==> src/logic/mit_pkg.sv <==
package mit_pkg;

  // ----------------------------------------------------------------
  // timing
  // ----------------------------------------------------------------
  localparam int         PHASES_PER_CYCLE = 4;
  localparam logic [1:0] PH_FIRST         = 2'h0;
  localparam logic [1:0] PH_INSTR         = 2'h1;
  localparam logic [1:0] PH_LAST          = 2'(PHASES_PER_CYCLE - 1);

  // ----------------------------------------------------------------
  // widths and sizes
  // ----------------------------------------------------------------
  localparam int PC_W        = 10;
  localparam int DA_W        = 7;
  localparam int DMEM_DEPTH  = 128;
  localparam int STACK_DEPTH = 8;
  localparam int SP_W        = 3;

  // ----------------------------------------------------------------
  // instruction word fields
  // ----------------------------------------------------------------
  localparam int OP_MSB  = 15;
  localparam int OP_LSB  = 10;
  localparam int BIT_MSB = 9;
  localparam int BIT_LSB = 7;
  localparam int ADR_MSB = 6;
  localparam int ADR_LSB = 0;
  localparam int IMM_MSB = 7;
  localparam int TGT_MSB = 9;

  // ----------------------------------------------------------------
  // special data addresses and status layout
  // ----------------------------------------------------------------
  localparam logic [DA_W-1:0] ADDR_PC_LOW = 7'h02;
  localparam logic [DA_W-1:0] ADDR_TBLH   = 7'h08;
  localparam logic [DA_W-1:0] ADDR_STATUS = 7'h0a;
  localparam int ST_Z  = 0;
  localparam int ST_C  = 1;
  localparam int ST_AC = 2;
  localparam int ST_OV = 3;

  // ----------------------------------------------------------------
  // reset values
  // ----------------------------------------------------------------
  localparam logic [PC_W-1:0] RST_PC     = 10'h000;
  localparam logic [7:0]      RST_ACC    = 8'h00;
  localparam logic [3:0]      RST_STATUS = 4'h0;
  localparam logic [15:0]     RST_INSTR  = 16'h0000;

  // ----------------------------------------------------------------
  // opcodes
  // ----------------------------------------------------------------
  localparam logic [5:0] OP_NOP      = 6'h00;
  localparam logic [5:0] OP_MOV_AM   = 6'h01;
  localparam logic [5:0] OP_MOV_MA   = 6'h02;
  localparam logic [5:0] OP_MOV_AX   = 6'h03;
  localparam logic [5:0] OP_ADD_AM   = 6'h04;
  localparam logic [5:0] OP_ADDM     = 6'h05;
  localparam logic [5:0] OP_ADD_AX   = 6'h06;
  localparam logic [5:0] OP_ADC_AM   = 6'h07;
  localparam logic [5:0] OP_ADCM     = 6'h08;
  localparam logic [5:0] OP_SUB_AX   = 6'h09;
  localparam logic [5:0] OP_SUB_AM   = 6'h0a;
  localparam logic [5:0] OP_SUBM     = 6'h0b;
  localparam logic [5:0] OP_SBC_AM   = 6'h0c;
  localparam logic [5:0] OP_SBCM     = 6'h0d;
  localparam logic [5:0] OP_AND_AM   = 6'h0e;
  localparam logic [5:0] OP_OR_AM    = 6'h0f;
  localparam logic [5:0] OP_XOR_AM   = 6'h10;
  localparam logic [5:0] OP_ANDM     = 6'h11;
  localparam logic [5:0] OP_ORM      = 6'h12;
  localparam logic [5:0] OP_XORM     = 6'h13;
  localparam logic [5:0] OP_AND_AX   = 6'h14;
  localparam logic [5:0] OP_OR_AX    = 6'h15;
  localparam logic [5:0] OP_XOR_AX   = 6'h16;
  localparam logic [5:0] OP_COMPL_M  = 6'h17;
  localparam logic [5:0] OP_COMPLA_M = 6'h18;
  localparam logic [5:0] OP_ADDONE_M = 6'h19;
  localparam logic [5:0] OP_ADDONEA  = 6'h1a;
  localparam logic [5:0] OP_SUBONE_M = 6'h1b;
  localparam logic [5:0] OP_SUBONEA  = 6'h1c;
  localparam logic [5:0] OP_ROTR_M   = 6'h1d;
  localparam logic [5:0] OP_ROTL_M   = 6'h1e;
  localparam logic [5:0] OP_ROTRC_M  = 6'h1f;
  localparam logic [5:0] OP_ROTLC_M  = 6'h20;
  localparam logic [5:0] OP_CLR_M    = 6'h21;
  localparam logic [5:0] OP_SET_BIT  = 6'h22;
  localparam logic [5:0] OP_CLR_BIT  = 6'h23;
  localparam logic [5:0] OP_SZ_M     = 6'h24;
  localparam logic [5:0] OP_SNZ_M    = 6'h25;
  localparam logic [5:0] OP_SZ_BIT   = 6'h26;
  localparam logic [5:0] OP_SNZ_BIT  = 6'h27;
  localparam logic [5:0] OP_JMP      = 6'h28;
  localparam logic [5:0] OP_CALL     = 6'h29;
  localparam logic [5:0] OP_SUBEXIT  = 6'h2a;
  localparam logic [5:0] OP_INTEXIT  = 6'h2b;
  localparam logic [5:0] OP_TABRD    = 6'h2c;

  typedef enum logic [2:0] {
    MIT_ST_EXEC   = 3'b001,
    MIT_ST_BUBBLE = 3'b010,
    MIT_ST_TABLE  = 3'b100
  } mit_state_t;

endpackage

==> src/logic/mit_dmem.sv <==
`timescale 1ns/1ps
module mit_dmem
  import mit_pkg::*;
(
  input  wire logic            clk,
  input  wire logic            rst_b,
  input  wire logic [DA_W-1:0] raddr,
  output logic      [7:0]      rdata,
  input  wire logic            we,
  input  wire logic [DA_W-1:0] waddr,
  input  wire logic [7:0]      wdata
);

  // ----------------------------------------------------------------
  // storage with registered read
  // ----------------------------------------------------------------
  logic [7:0] mem_r [DMEM_DEPTH];
  logic [7:0] rdata_r;

  always_ff @(posedge clk) begin
    if (we) begin
      mem_r[waddr] <= wdata;
    end
  end

  always_ff @(posedge clk or negedge rst_b) begin
    if (!rst_b) begin
      rdata_r <= 8'h00;
    end else begin
      rdata_r <= mem_r[raddr];
    end
  end

  assign rdata = rdata_r;

endmodule // mit_dmem

==> src/logic/mit_core.sv <==
`timescale 1ns/1ps
// Contract
// - every instruction cycle spans exactly four system clocks
// - jump, call, exits and table read take two instruction cycles
// - writing the low program counter byte jumps and costs one extra cycle
// - skip tests take one cycle, or two when the skip happens
// - conditional skips test a memory byte or one bit
// - call saves next address, exit resumes there, jump saves nothing
// - moves: memory to acc, acc to memory, immediate to acc
// - add reports carry above 255, subtract reports borrow below 0
// - increment and decrement change the operand by exactly one
// - logic operations go through acc and set zero on zero result
// - rotates shift one bit; carry variants move outgoing bit into carry
// - bit set and clear modify one bit, others unchanged
// - add and subtract update zero, carry, aux carry and overflow
module mit_core
  import mit_pkg::*;
(
  input  wire logic            CLK_SYS,
  input  wire logic            RST_B,
  output logic      [PC_W-1:0] PROG_ADDR,
  input  wire logic [15:0]     PROG_DATA,
  output logic      [PC_W-1:0] PC_OUT,
  output logic      [7:0]      ACC_OUT,
  output logic      [3:0]      FLAGS_OUT,
  output logic      [1:0]      PHASE_OUT,
  output logic                 INSTR_DONE
);

  // ----------------------------------------------------------------
  // state
  // ----------------------------------------------------------------
  mit_state_t      state_r, state_nxt;
  logic [1:0]      phase_r, phase_nxt;
  logic [PC_W-1:0] pc_r, pc_nxt;
  logic [PC_W-1:0] paddr_r, paddr_nxt;
  logic [7:0]      acc_r, acc_nxt;
  logic [3:0]      status_r, status_nxt;
  logic [7:0]      tblh_r, tblh_nxt;
  logic [15:0]     instr_r, instr_nxt;
  logic [15:0]     tdata_r, tdata_nxt;
  logic [SP_W-1:0] sp_r, sp_nxt;
  logic            done_r, done_nxt;
  logic [PC_W-1:0] stk_r [STACK_DEPTH];
  logic            push, wr_req, dmem_we, skip, redirect, arith_upd, exec;
  logic [7:0]      wdata, mem_rdata, imm, opnd, bmask;
  logic [10:0]     ar;
  logic [5:0]      op;
  logic [2:0]      bsel;
  logic [DA_W-1:0] adr;

  assign op    = instr_r[OP_MSB:OP_LSB];
  assign bsel  = instr_r[BIT_MSB:BIT_LSB];
  assign adr   = instr_r[ADR_MSB:ADR_LSB];
  assign imm   = instr_r[IMM_MSB:0];
  assign bmask = 8'h01 << bsel;
  assign exec  = (phase_r == PH_LAST) && (state_r == MIT_ST_EXEC);

  // ----------------------------------------------------------------
  // operand read
  // ----------------------------------------------------------------
  mit_dmem u_dmem (
    .clk   (CLK_SYS),
    .rst_b (RST_B),
    .raddr (adr),
    .rdata (mem_rdata),
    .we    (dmem_we),
    .waddr (adr),
    .wdata (wdata)
  );

  always_comb begin
    case (adr)
      ADDR_PC_LOW: opnd = pc_r[7:0];
      ADDR_TBLH:   opnd = tblh_r;
      ADDR_STATUS: opnd = {4'h0, status_r};
      default:     opnd = mem_rdata;
    endcase
  end

  // ----------------------------------------------------------------
  // arithmetic helpers: {ov, ac, c, result}
  // ----------------------------------------------------------------
  function automatic logic [10:0] add8(input logic [7:0] a, input logic [7:0] b,
                                       input logic ci);
    logic [8:0] s;
    logic [4:0] h;
    s = {1'b0, a} + {1'b0, b} + {8'h00, ci};
    h = {1'b0, a[3:0]} + {1'b0, b[3:0]} + {4'h0, ci};
    add8 = {(a[7] == b[7]) && (s[7] != a[7]), h[4], s[8], s[7:0]};
  endfunction
  function automatic logic [10:0] sub8(input logic [7:0] a, input logic [7:0] b,
                                       input logic bi);
    logic [8:0] s;
    logic [4:0] h;
    s = {1'b0, a} - {1'b0, b} - {8'h00, bi};
    h = {1'b0, a[3:0]} - {1'b0, b[3:0]} - {4'h0, bi};
    sub8 = {(a[7] != b[7]) && (s[7] != a[7]), h[4], s[8], s[7:0]};
  endfunction

  // ----------------------------------------------------------------
  // sequencing and execution
  // ----------------------------------------------------------------
  always_comb begin
    phase_nxt  = phase_r + 2'h1;
    state_nxt  = state_r;
    pc_nxt     = pc_r;
    paddr_nxt  = paddr_r;
    acc_nxt    = acc_r;
    status_nxt = status_r;
    tblh_nxt   = tblh_r;
    instr_nxt  = instr_r;
    tdata_nxt  = tdata_r;
    sp_nxt     = sp_r;
    push       = 1'b0;
    wr_req     = 1'b0;
    wdata      = 8'h00;
    dmem_we    = 1'b0;
    skip       = 1'b0;
    redirect   = 1'b0;
    arith_upd  = 1'b0;
    ar         = 11'h000;
    done_nxt   = 1'b0;
    if (phase_r == PH_INSTR) begin
      instr_nxt = (state_r == MIT_ST_EXEC) ? PROG_DATA : instr_r;
      tdata_nxt = (state_r == MIT_ST_TABLE) ? PROG_DATA : tdata_r;
    end
    if (phase_r == PH_LAST) begin
      unique case (state_r)
        MIT_ST_EXEC: begin
          pc_nxt = pc_r + 10'h001;
          unique case (op)
            OP_MOV_AM:   acc_nxt = opnd;
            OP_MOV_MA:   begin wr_req = 1'b1; wdata = acc_r; end
            OP_MOV_AX:   acc_nxt = imm;
            OP_ADD_AM, OP_ADDM: begin ar = add8(acc_r, opnd, 1'b0); arith_upd = 1'b1; end
            OP_ADD_AX:   begin ar = add8(acc_r, imm, 1'b0); arith_upd = 1'b1; end
            OP_ADC_AM, OP_ADCM: begin ar = add8(acc_r, opnd, status_r[ST_C]); arith_upd = 1'b1; end
            OP_SUB_AX:   begin ar = sub8(acc_r, imm, 1'b0); arith_upd = 1'b1; end
            OP_SUB_AM, OP_SUBM: begin ar = sub8(acc_r, opnd, 1'b0); arith_upd = 1'b1; end
            OP_SBC_AM, OP_SBCM: begin ar = sub8(acc_r, opnd, status_r[ST_C]); arith_upd = 1'b1; end
            OP_AND_AM:   acc_nxt = acc_r & opnd;
            OP_OR_AM:    acc_nxt = acc_r | opnd;
            OP_XOR_AM:   acc_nxt = acc_r ^ opnd;
            OP_ANDM:     begin wr_req = 1'b1; wdata = acc_r & opnd; end
            OP_ORM:      begin wr_req = 1'b1; wdata = acc_r | opnd; end
            OP_XORM:     begin wr_req = 1'b1; wdata = acc_r ^ opnd; end
            OP_AND_AX:   acc_nxt = acc_r & imm;
            OP_OR_AX:    acc_nxt = acc_r | imm;
            OP_XOR_AX:   acc_nxt = acc_r ^ imm;
            OP_COMPL_M:  begin wr_req = 1'b1; wdata = ~opnd; end
            OP_COMPLA_M: acc_nxt = ~opnd;
            OP_ADDONE_M: begin wr_req = 1'b1; wdata = opnd + 8'h01; end
            OP_ADDONEA:  acc_nxt = opnd + 8'h01;
            OP_SUBONE_M: begin wr_req = 1'b1; wdata = opnd - 8'h01; end
            OP_SUBONEA:  acc_nxt = opnd - 8'h01;
            OP_ROTR_M:   begin wr_req = 1'b1; wdata = {opnd[0], opnd[7:1]}; end
            OP_ROTL_M:   begin wr_req = 1'b1; wdata = {opnd[6:0], opnd[7]}; end
            OP_ROTRC_M:  begin
              wr_req = 1'b1;
              wdata  = {status_r[ST_C], opnd[7:1]};
              status_nxt[ST_C] = opnd[0];
            end
            OP_ROTLC_M:  begin
              wr_req = 1'b1;
              wdata  = {opnd[6:0], status_r[ST_C]};
              status_nxt[ST_C] = opnd[7];
            end
            OP_CLR_M:    wr_req = 1'b1;
            OP_SET_BIT:  begin wr_req = 1'b1; wdata = opnd | bmask; end
            OP_CLR_BIT:  begin wr_req = 1'b1; wdata = opnd & ~bmask; end
            OP_SZ_M:     skip = (opnd == 8'h00);
            OP_SNZ_M:    skip = (opnd != 8'h00);
            OP_SZ_BIT:   skip = ((opnd & bmask) == 8'h00);
            OP_SNZ_BIT:  skip = ((opnd & bmask) != 8'h00);
            OP_JMP:      begin pc_nxt = instr_r[TGT_MSB:0]; redirect = 1'b1; end
            OP_CALL:     begin
              pc_nxt   = instr_r[TGT_MSB:0];
              push     = 1'b1;
              sp_nxt   = sp_r + 3'h1;
              redirect = 1'b1;
            end
            OP_SUBEXIT, OP_INTEXIT: begin
              pc_nxt   = stk_r[sp_r - 3'h1];
              sp_nxt   = sp_r - 3'h1;
              redirect = 1'b1;
            end
            OP_TABRD:    state_nxt = MIT_ST_TABLE;
            default:     acc_nxt = acc_r;
          endcase
          if ((op >= OP_AND_AM && op <= OP_SUBONEA)) begin
            status_nxt[ST_Z] = (wr_req ? wdata : acc_nxt) == 8'h00;
          end
          if (arith_upd) begin
            status_nxt = {ar[10:8], ar[7:0] == 8'h00};
            if (op == OP_ADDM || op == OP_ADCM || op == OP_SUBM || op == OP_SBCM) begin
              wr_req = 1'b1;
              wdata  = ar[7:0];
            end else begin
              acc_nxt = ar[7:0];
            end
          end
          if (wr_req) begin
            if (adr == ADDR_PC_LOW) begin
              pc_nxt   = {pc_r[PC_W-1:8], wdata};
              redirect = 1'b1;
            end else if (adr == ADDR_STATUS) begin
              status_nxt = wdata[3:0];
            end else if (adr == ADDR_TBLH) begin
              tblh_nxt = wdata;
            end else begin
              dmem_we = 1'b1;
            end
          end
          if (skip) begin
            pc_nxt = pc_r + 10'h002;
          end
          if (redirect || skip) begin
            state_nxt = MIT_ST_BUBBLE;
          end
        end
        MIT_ST_BUBBLE: state_nxt = MIT_ST_EXEC;
        MIT_ST_TABLE: begin
          wdata     = tdata_r[7:0];
          dmem_we   = (adr != ADDR_PC_LOW) && (adr != ADDR_STATUS) && (adr != ADDR_TBLH);
          tblh_nxt  = tdata_r[15:8];
          state_nxt = MIT_ST_EXEC;
        end
      endcase
      done_nxt  = (state_nxt == MIT_ST_EXEC);
      paddr_nxt = (state_nxt == MIT_ST_TABLE) ? {pc_r[PC_W-1:8], acc_r} : pc_nxt;
    end
  end

  always_ff @(posedge CLK_SYS or negedge RST_B) begin
    if (!RST_B) begin
      state_r  <= MIT_ST_EXEC;
      phase_r  <= PH_FIRST;
      pc_r     <= RST_PC;
      paddr_r  <= RST_PC;
      acc_r    <= RST_ACC;
      status_r <= RST_STATUS;
      tblh_r   <= RST_ACC;
      instr_r  <= RST_INSTR;
      tdata_r  <= RST_INSTR;
      sp_r     <= '0;
      done_r   <= 1'b0;
    end else begin
      state_r  <= state_nxt;
      phase_r  <= phase_nxt;
      pc_r     <= pc_nxt;
      paddr_r  <= paddr_nxt;
      acc_r    <= acc_nxt;
      status_r <= status_nxt;
      tblh_r   <= tblh_nxt;
      instr_r  <= instr_nxt;
      tdata_r  <= tdata_nxt;
      sp_r     <= sp_nxt;
      done_r   <= done_nxt;
    end
  end

  // ----------------------------------------------------------------
  // return address stack
  // ----------------------------------------------------------------
  for (genvar gi = 0; gi < STACK_DEPTH; gi++) begin : g_stk
    logic [PC_W-1:0] stk_nxt;
    always_comb begin
      stk_nxt = (push && sp_r == SP_W'(gi)) ? pc_r + 10'h001 : stk_r[gi];
    end
    always_ff @(posedge CLK_SYS or negedge RST_B) begin
      if (!RST_B) begin
        stk_r[gi] <= RST_PC;
      end else begin
        stk_r[gi] <= stk_nxt;
      end
    end
  end

  assign PROG_ADDR  = paddr_r;
  assign PC_OUT     = pc_r;
  assign ACC_OUT    = acc_r;
  assign FLAGS_OUT  = status_r;
  assign PHASE_OUT  = phase_r;
  assign INSTR_DONE = done_r;
endmodule // mit_core

==> config.mk <==
export PLATFORM = sky130hd
export DESIGN_NAME = mit_core
export DESIGN_NICKNAME = d
export VERILOG_FILES = /design/src/logic/mit_pkg.sv /design/src/logic/mit_dmem.sv /design/src/logic/mit_core.sv
export SDC_FILE = /design/constraint.sdc
export NUM_CORES = 2
export LEC_CHECK = 0
export BUFFER_PORTS_ARGS = -buffer_cell sky130_fd_sc_hd__buf_2
export CAP_MARGIN = 20
export CORE_UTILIZATION = 55
export CTS_BUF_LIST = sky130_fd_sc_hd__clkbuf_4 sky130_fd_sc_hd__clkbuf_8
export CTS_CLUSTER_SIZE = 20
export DETAILED_ROUTE_END_ITERATION = 10
export HOLD_SLACK_MARGIN = 0.15
export PLACE_DENSITY = 0.76
export SYNTH_ARGS = -nofsm -noshare
export SYNTH_HDL_FRONTEND = slang
export SYNTH_SLANG_ARGS = --single-unit
==> constraint.sdc <==
create_clock -name CLK_SYS -period 15.68 [get_ports CLK_SYS]
set_input_delay 3.136 -clock CLK_SYS [delete_from_list [all_inputs] [get_ports CLK_SYS]]
set_output_delay 3.136 -clock CLK_SYS [all_outputs]
set_load 0.02 [all_outputs]
==> flow_metrics.py <==
metrics = {
    "worst_setup_path": {
        "slowest_delay_ps": 710,
        "required_ps": 16170,
        "ff2ff_path_depth": 19,
        "end_kind": "register",
        "start_kind": "register",
        "r2r_start": "instr_r[1]$_DFFE_PN0P_",
        "worst-r2r-setup-slack_ps": 8070,
        "r2r_end": "u_dmem.mem_r[74][7]$_DFFE_PP_",
        "crit_path_top_delay_cell": "dfrtp_1",
        "cp_data_arrival_time_ps": 8100,
        "path_class": "register to register",
        "cp_max_fo": 73,
        "path_cells": "inv_1 -> ha_1 -> and2_1 -> and2_1 -> a22oi_1 -> nand2_1 -> inv_1 -> ha_1 -> o21bai_1 -> a221oi_1 -> o21bai_1 -> o21ai_0 -> a311oi_1 -> xor2_1 -> nand2_1 -> a21oi_1 -> o21ai_0 -> nand2_4 -> buf_4",
    },
    "worst_hold_path": {
        "min_path_type": "register to register",
        "holdCritStartpoint": "stk_r[52]$_DFFE_PN0P_",
        "hold_end": "stk_r[52]$_DFFE_PN0P_",
        "min_path_cells": 2,
    },
    "timing": {
        "period_share": 0.485,
        "relSlewSlack": 0.210,
        "skew_ps": 81.8,
        "setup_viol": 0,
        "timing.hold.ws_ps": 478,
        "finalSetupTns_ps": 0,
        "fin_crit_ps": 7610,
        "fin_ws_ps": 8070,
        "worst_pin_slew_ps": 1170,
        "timing.fmax_mhz": 131,
        "slew_violations": 0,
        "finalHoldViolCount": 0,
        "rsz0062_at_grt": "false",
    },
    "grt": {
        "grt_usage": 0.332,
        "grt_pass1_vias": 33188,
        "grt_util_met2": 0.507,
        "grt_util_met3": 0.0740,
        "top_usage_layer": "met2",
        "met1_usage": 0.450,
        "grt_start_max_net_pins": 119,
        "antenna_found_initial": 4,
        "grt_pass1_wl_um": 227000,
        "gr-total-overflow": 0,
    },
    "drt": {
        "drtIter0Drc": 4928,
        "vias": 35183,
        "ant_nets": 0,
        "drt-total-wl_um": 157000,
        "post-route-drc-count": 0,
        "wl_per_cell_um": 30.7,
        "vias_per_cell": 6.86,
        "first_pass_iters": 9,
    },
    "pwr": {
        "internal_power_mw": 4.65,
        "combinationalPowerShare": 0.002,
        "p_clk_frac": 0.419,
        "seqPwrFrac": 0.579,
        "ir_drop_v": 0.0000843,
        "swShare": 0.208,
        "p_leak_nw": 16.6,
        "p_switching_mw": 1.22,
        "p_total_mw": 5.87,
        "powerDensity_nw_per_um2": 105,
    },
    "floorplan": {
        "die_y_um": 307,
        "initial_core_util": 0.556,
        "die_area_um2": 94000,
        "core_um2": 91800,
        "row_count": 111,
        "die_w_um": 307,
        "pin_count": 53,
    },
    "run": {
        "maxCapViolCount": 0,
    },
    "clocking": {
        "htree_levels": 4,
        "cts_tree": "yes",
        "cts_buffers": 179,
        "clk_latency_ps": 870,
        "cts_setup_buffers": 0,
        "cts.sinks": 1193,
        "path_clk_slew_ps": 80,
        "clk_path_buf_depth": 3,
        "ctsRootBufferMaster": "clkbuf_8",
        "cts_resized": 0,
        "cts_hold_buf": 0,
    },
    "place": {
        "dpl_worst_slack_ps": 7980,
        "dp_hpwl_um": 97000,
        "place.gp.congestion": 0.992,
        "dpl.cell_count": 4810,
        "io_buffers": 52,
    },
    "synthesis": {
        "syn_inst": 3684,
        "synth.distinct_cells": 104,
        "synth_area_um2": 51000,
        "ys_warn_count": 0,
        "synthArstFlopShare": 0.142,
        "avgSynthCellArea_um2": 13.8,
        "synthFlopType": "edfxtp_1",
        "synth-seq-area-share": 0.686,
        "synth-seq-cells": 1193,
        "synth_edf_count": 1024,
        "synth_nets": 3776,
    },
    "final_layout": {
        "final_common_cell": "edfxtp_1",
        "area_growth_syn_to_layout_pct": 10.1,
        "num-nets-final": 3843,
        "drive_gt1_frac": 0.138,
        "nFillCells": 6820,
        "layout_common_cells": "1024 x edfxtp_1, 444 x a22oi_1, 259 x nand2_1",
        "fin_cells": 5126,
    },
    "status": {
        "outcome": "completed",
    },
}
[critical path, delay by kind of cell (launching register included)]
family / cells / cell delay, ps
simple gates: 5 / 1330
fa+ha+maj: 2 / 750
xor+xnor: 1 / 190
flops: 1 / 710
compound gates: 8 / 2870
buf+inv: 3 / 1360
[through the flow]
| stage | instance area, µm² | utilization |
|---|---|---|
| 6_report | 56200 | 0.612 |
| 5_1_grt | 56200 | 0.612 |
| 4_1_cts | 56100 | 0.611 |
| 3_5_place_dp | 52700 | 0.574 |
| 3_3_place_gp | 52700 | 0.574 |
| 2_1_floorplan | 51000 | - |
[cells by family after synthesis]
kind of cell	Yosys count	synth area share
AO/OA/AOI/OAI	1133	0.161
buffers and inverters	316	0.0244
AND/OR/NAND/NOR	827	0.0775
XOR/XNOR	54	0.00981
flip-flops	1193	0.686
adder cells (fa/ha/maj)	74	0.0187
multiplexers	87	0.0232
[registers in the layout (all words and copies together) (netlist names)]
name          cells
ACC_OUT           8
PHASE_OUT         2
PROG_ADDR        10
tdata_r          16
INSTR_DONE        1
state_r           3
u_dmem.rdata      8
PC_OUT           10
instr_r          16
u_dmem.mem_r   1024
stk_r            80
sp_r              3
tblh_r            8
FLAGS_OUT         4
[cell usage after synthesis, types with 14 or more instances]
library cell,n,area (µm²)
and2_1,19,119
o21ai_0,198,991
nand4_1,82,513
o22ai_1,21,131
ha_1,70,876
buf_1,54,203
o2111ai_1,17,149
nor4_1,22,138
dfrtp_1,168,4200
a22oi_1,444,3330
edfxtp_1,1024,30700
buf_2,14,70.1
o211ai_1,37,278
inv_1,54,203
mux4_2,21,473
a211oi_1,21,158
a21oi_1,78,390
nand3_1,63,315
mux2i_1,29,290
nand2_1,260,976
clkbuf_1,178,668
a221oi_1,53,464
mux2_2,35,394
a22o_1,54,473
xor2_1,17,149
nor2_1,224,841
a41oi_1,44,385
nor2b_1,23,144
and3_1,17,106
nor3_1,50,250
xnor2_1,35,307
a31oi_1,24,150
[final cells by class]
| cell class | count | area, µm² | share of cell area |
|---|---|---|---|
| flip-flops and latches | 1193 | 35000 | 0.623 |
| well taps | 1243 | 1560 | 0.0277 |
| clock inverters | 73 | 492 | 0.00875 |
| clock buffers | 237 | 2930 | 0.0522 |
| inverters | 63 | 236 | 0.00421 |
| diodes | 3 | 7.51 | 0.000134 |
| repair buffers | 139 | 1020 | 0.0182 |
| multi-input cells | 2175 | 14900 | 0.266 |
[power by group through the flow]
stage	clock network, mW	logic (mW)	registers [mW]
floorplan	0	0.0000811	3.47
global placement	0	0.0133	3.47
detailed placement	0	0.0132	3.47
CTS	2.47	0.0132	3.40
global route	2.60	0.0155	3.40
finish	2.46	0.0136	3.40
[layer usage]
metal / up-vias / share of wire
met2: 2548 / 0.46
met3: 426 / 0.11
met1: 17363 / 0.38
met5: - / 0.000089
met4: 2 / 0.053
li1: 14844 / -
[worst max path at each step]
stage / cells past startpoint / slack (ps) / to / from
3_3_place_gp: 20 / 8190 / u_dmem.mem_r[90][6]$_DFFE_PP_ / instr_r[1]$_DFFE_PN0P_
4_1_cts: 20 / 7940 / u_dmem.mem_r[108][6]$_DFFE_PP_ / instr_r[1]$_DFFE_PN0P_
6_report: 19 / 8070 / u_dmem.mem_r[74][7]$_DFFE_PP_ / instr_r[1]$_DFFE_PN0P_
2_1_floorplan: 20 / 5240 / u_dmem.mem_r[0][6]$_DFFE_PP_ / instr_r[1]$_DFFE_PN0P_
3_5_place_dp: 20 / 7980 / u_dmem.mem_r[88][6]$_DFFE_PP_ / instr_r[1]$_DFFE_PN0P_
5_1_grt: 19 / 7710 / u_dmem.mem_r[74][7]$_DFFE_PP_ / instr_r[1]$_DFFE_PN0P_
(Power assumes the default switching activity.)
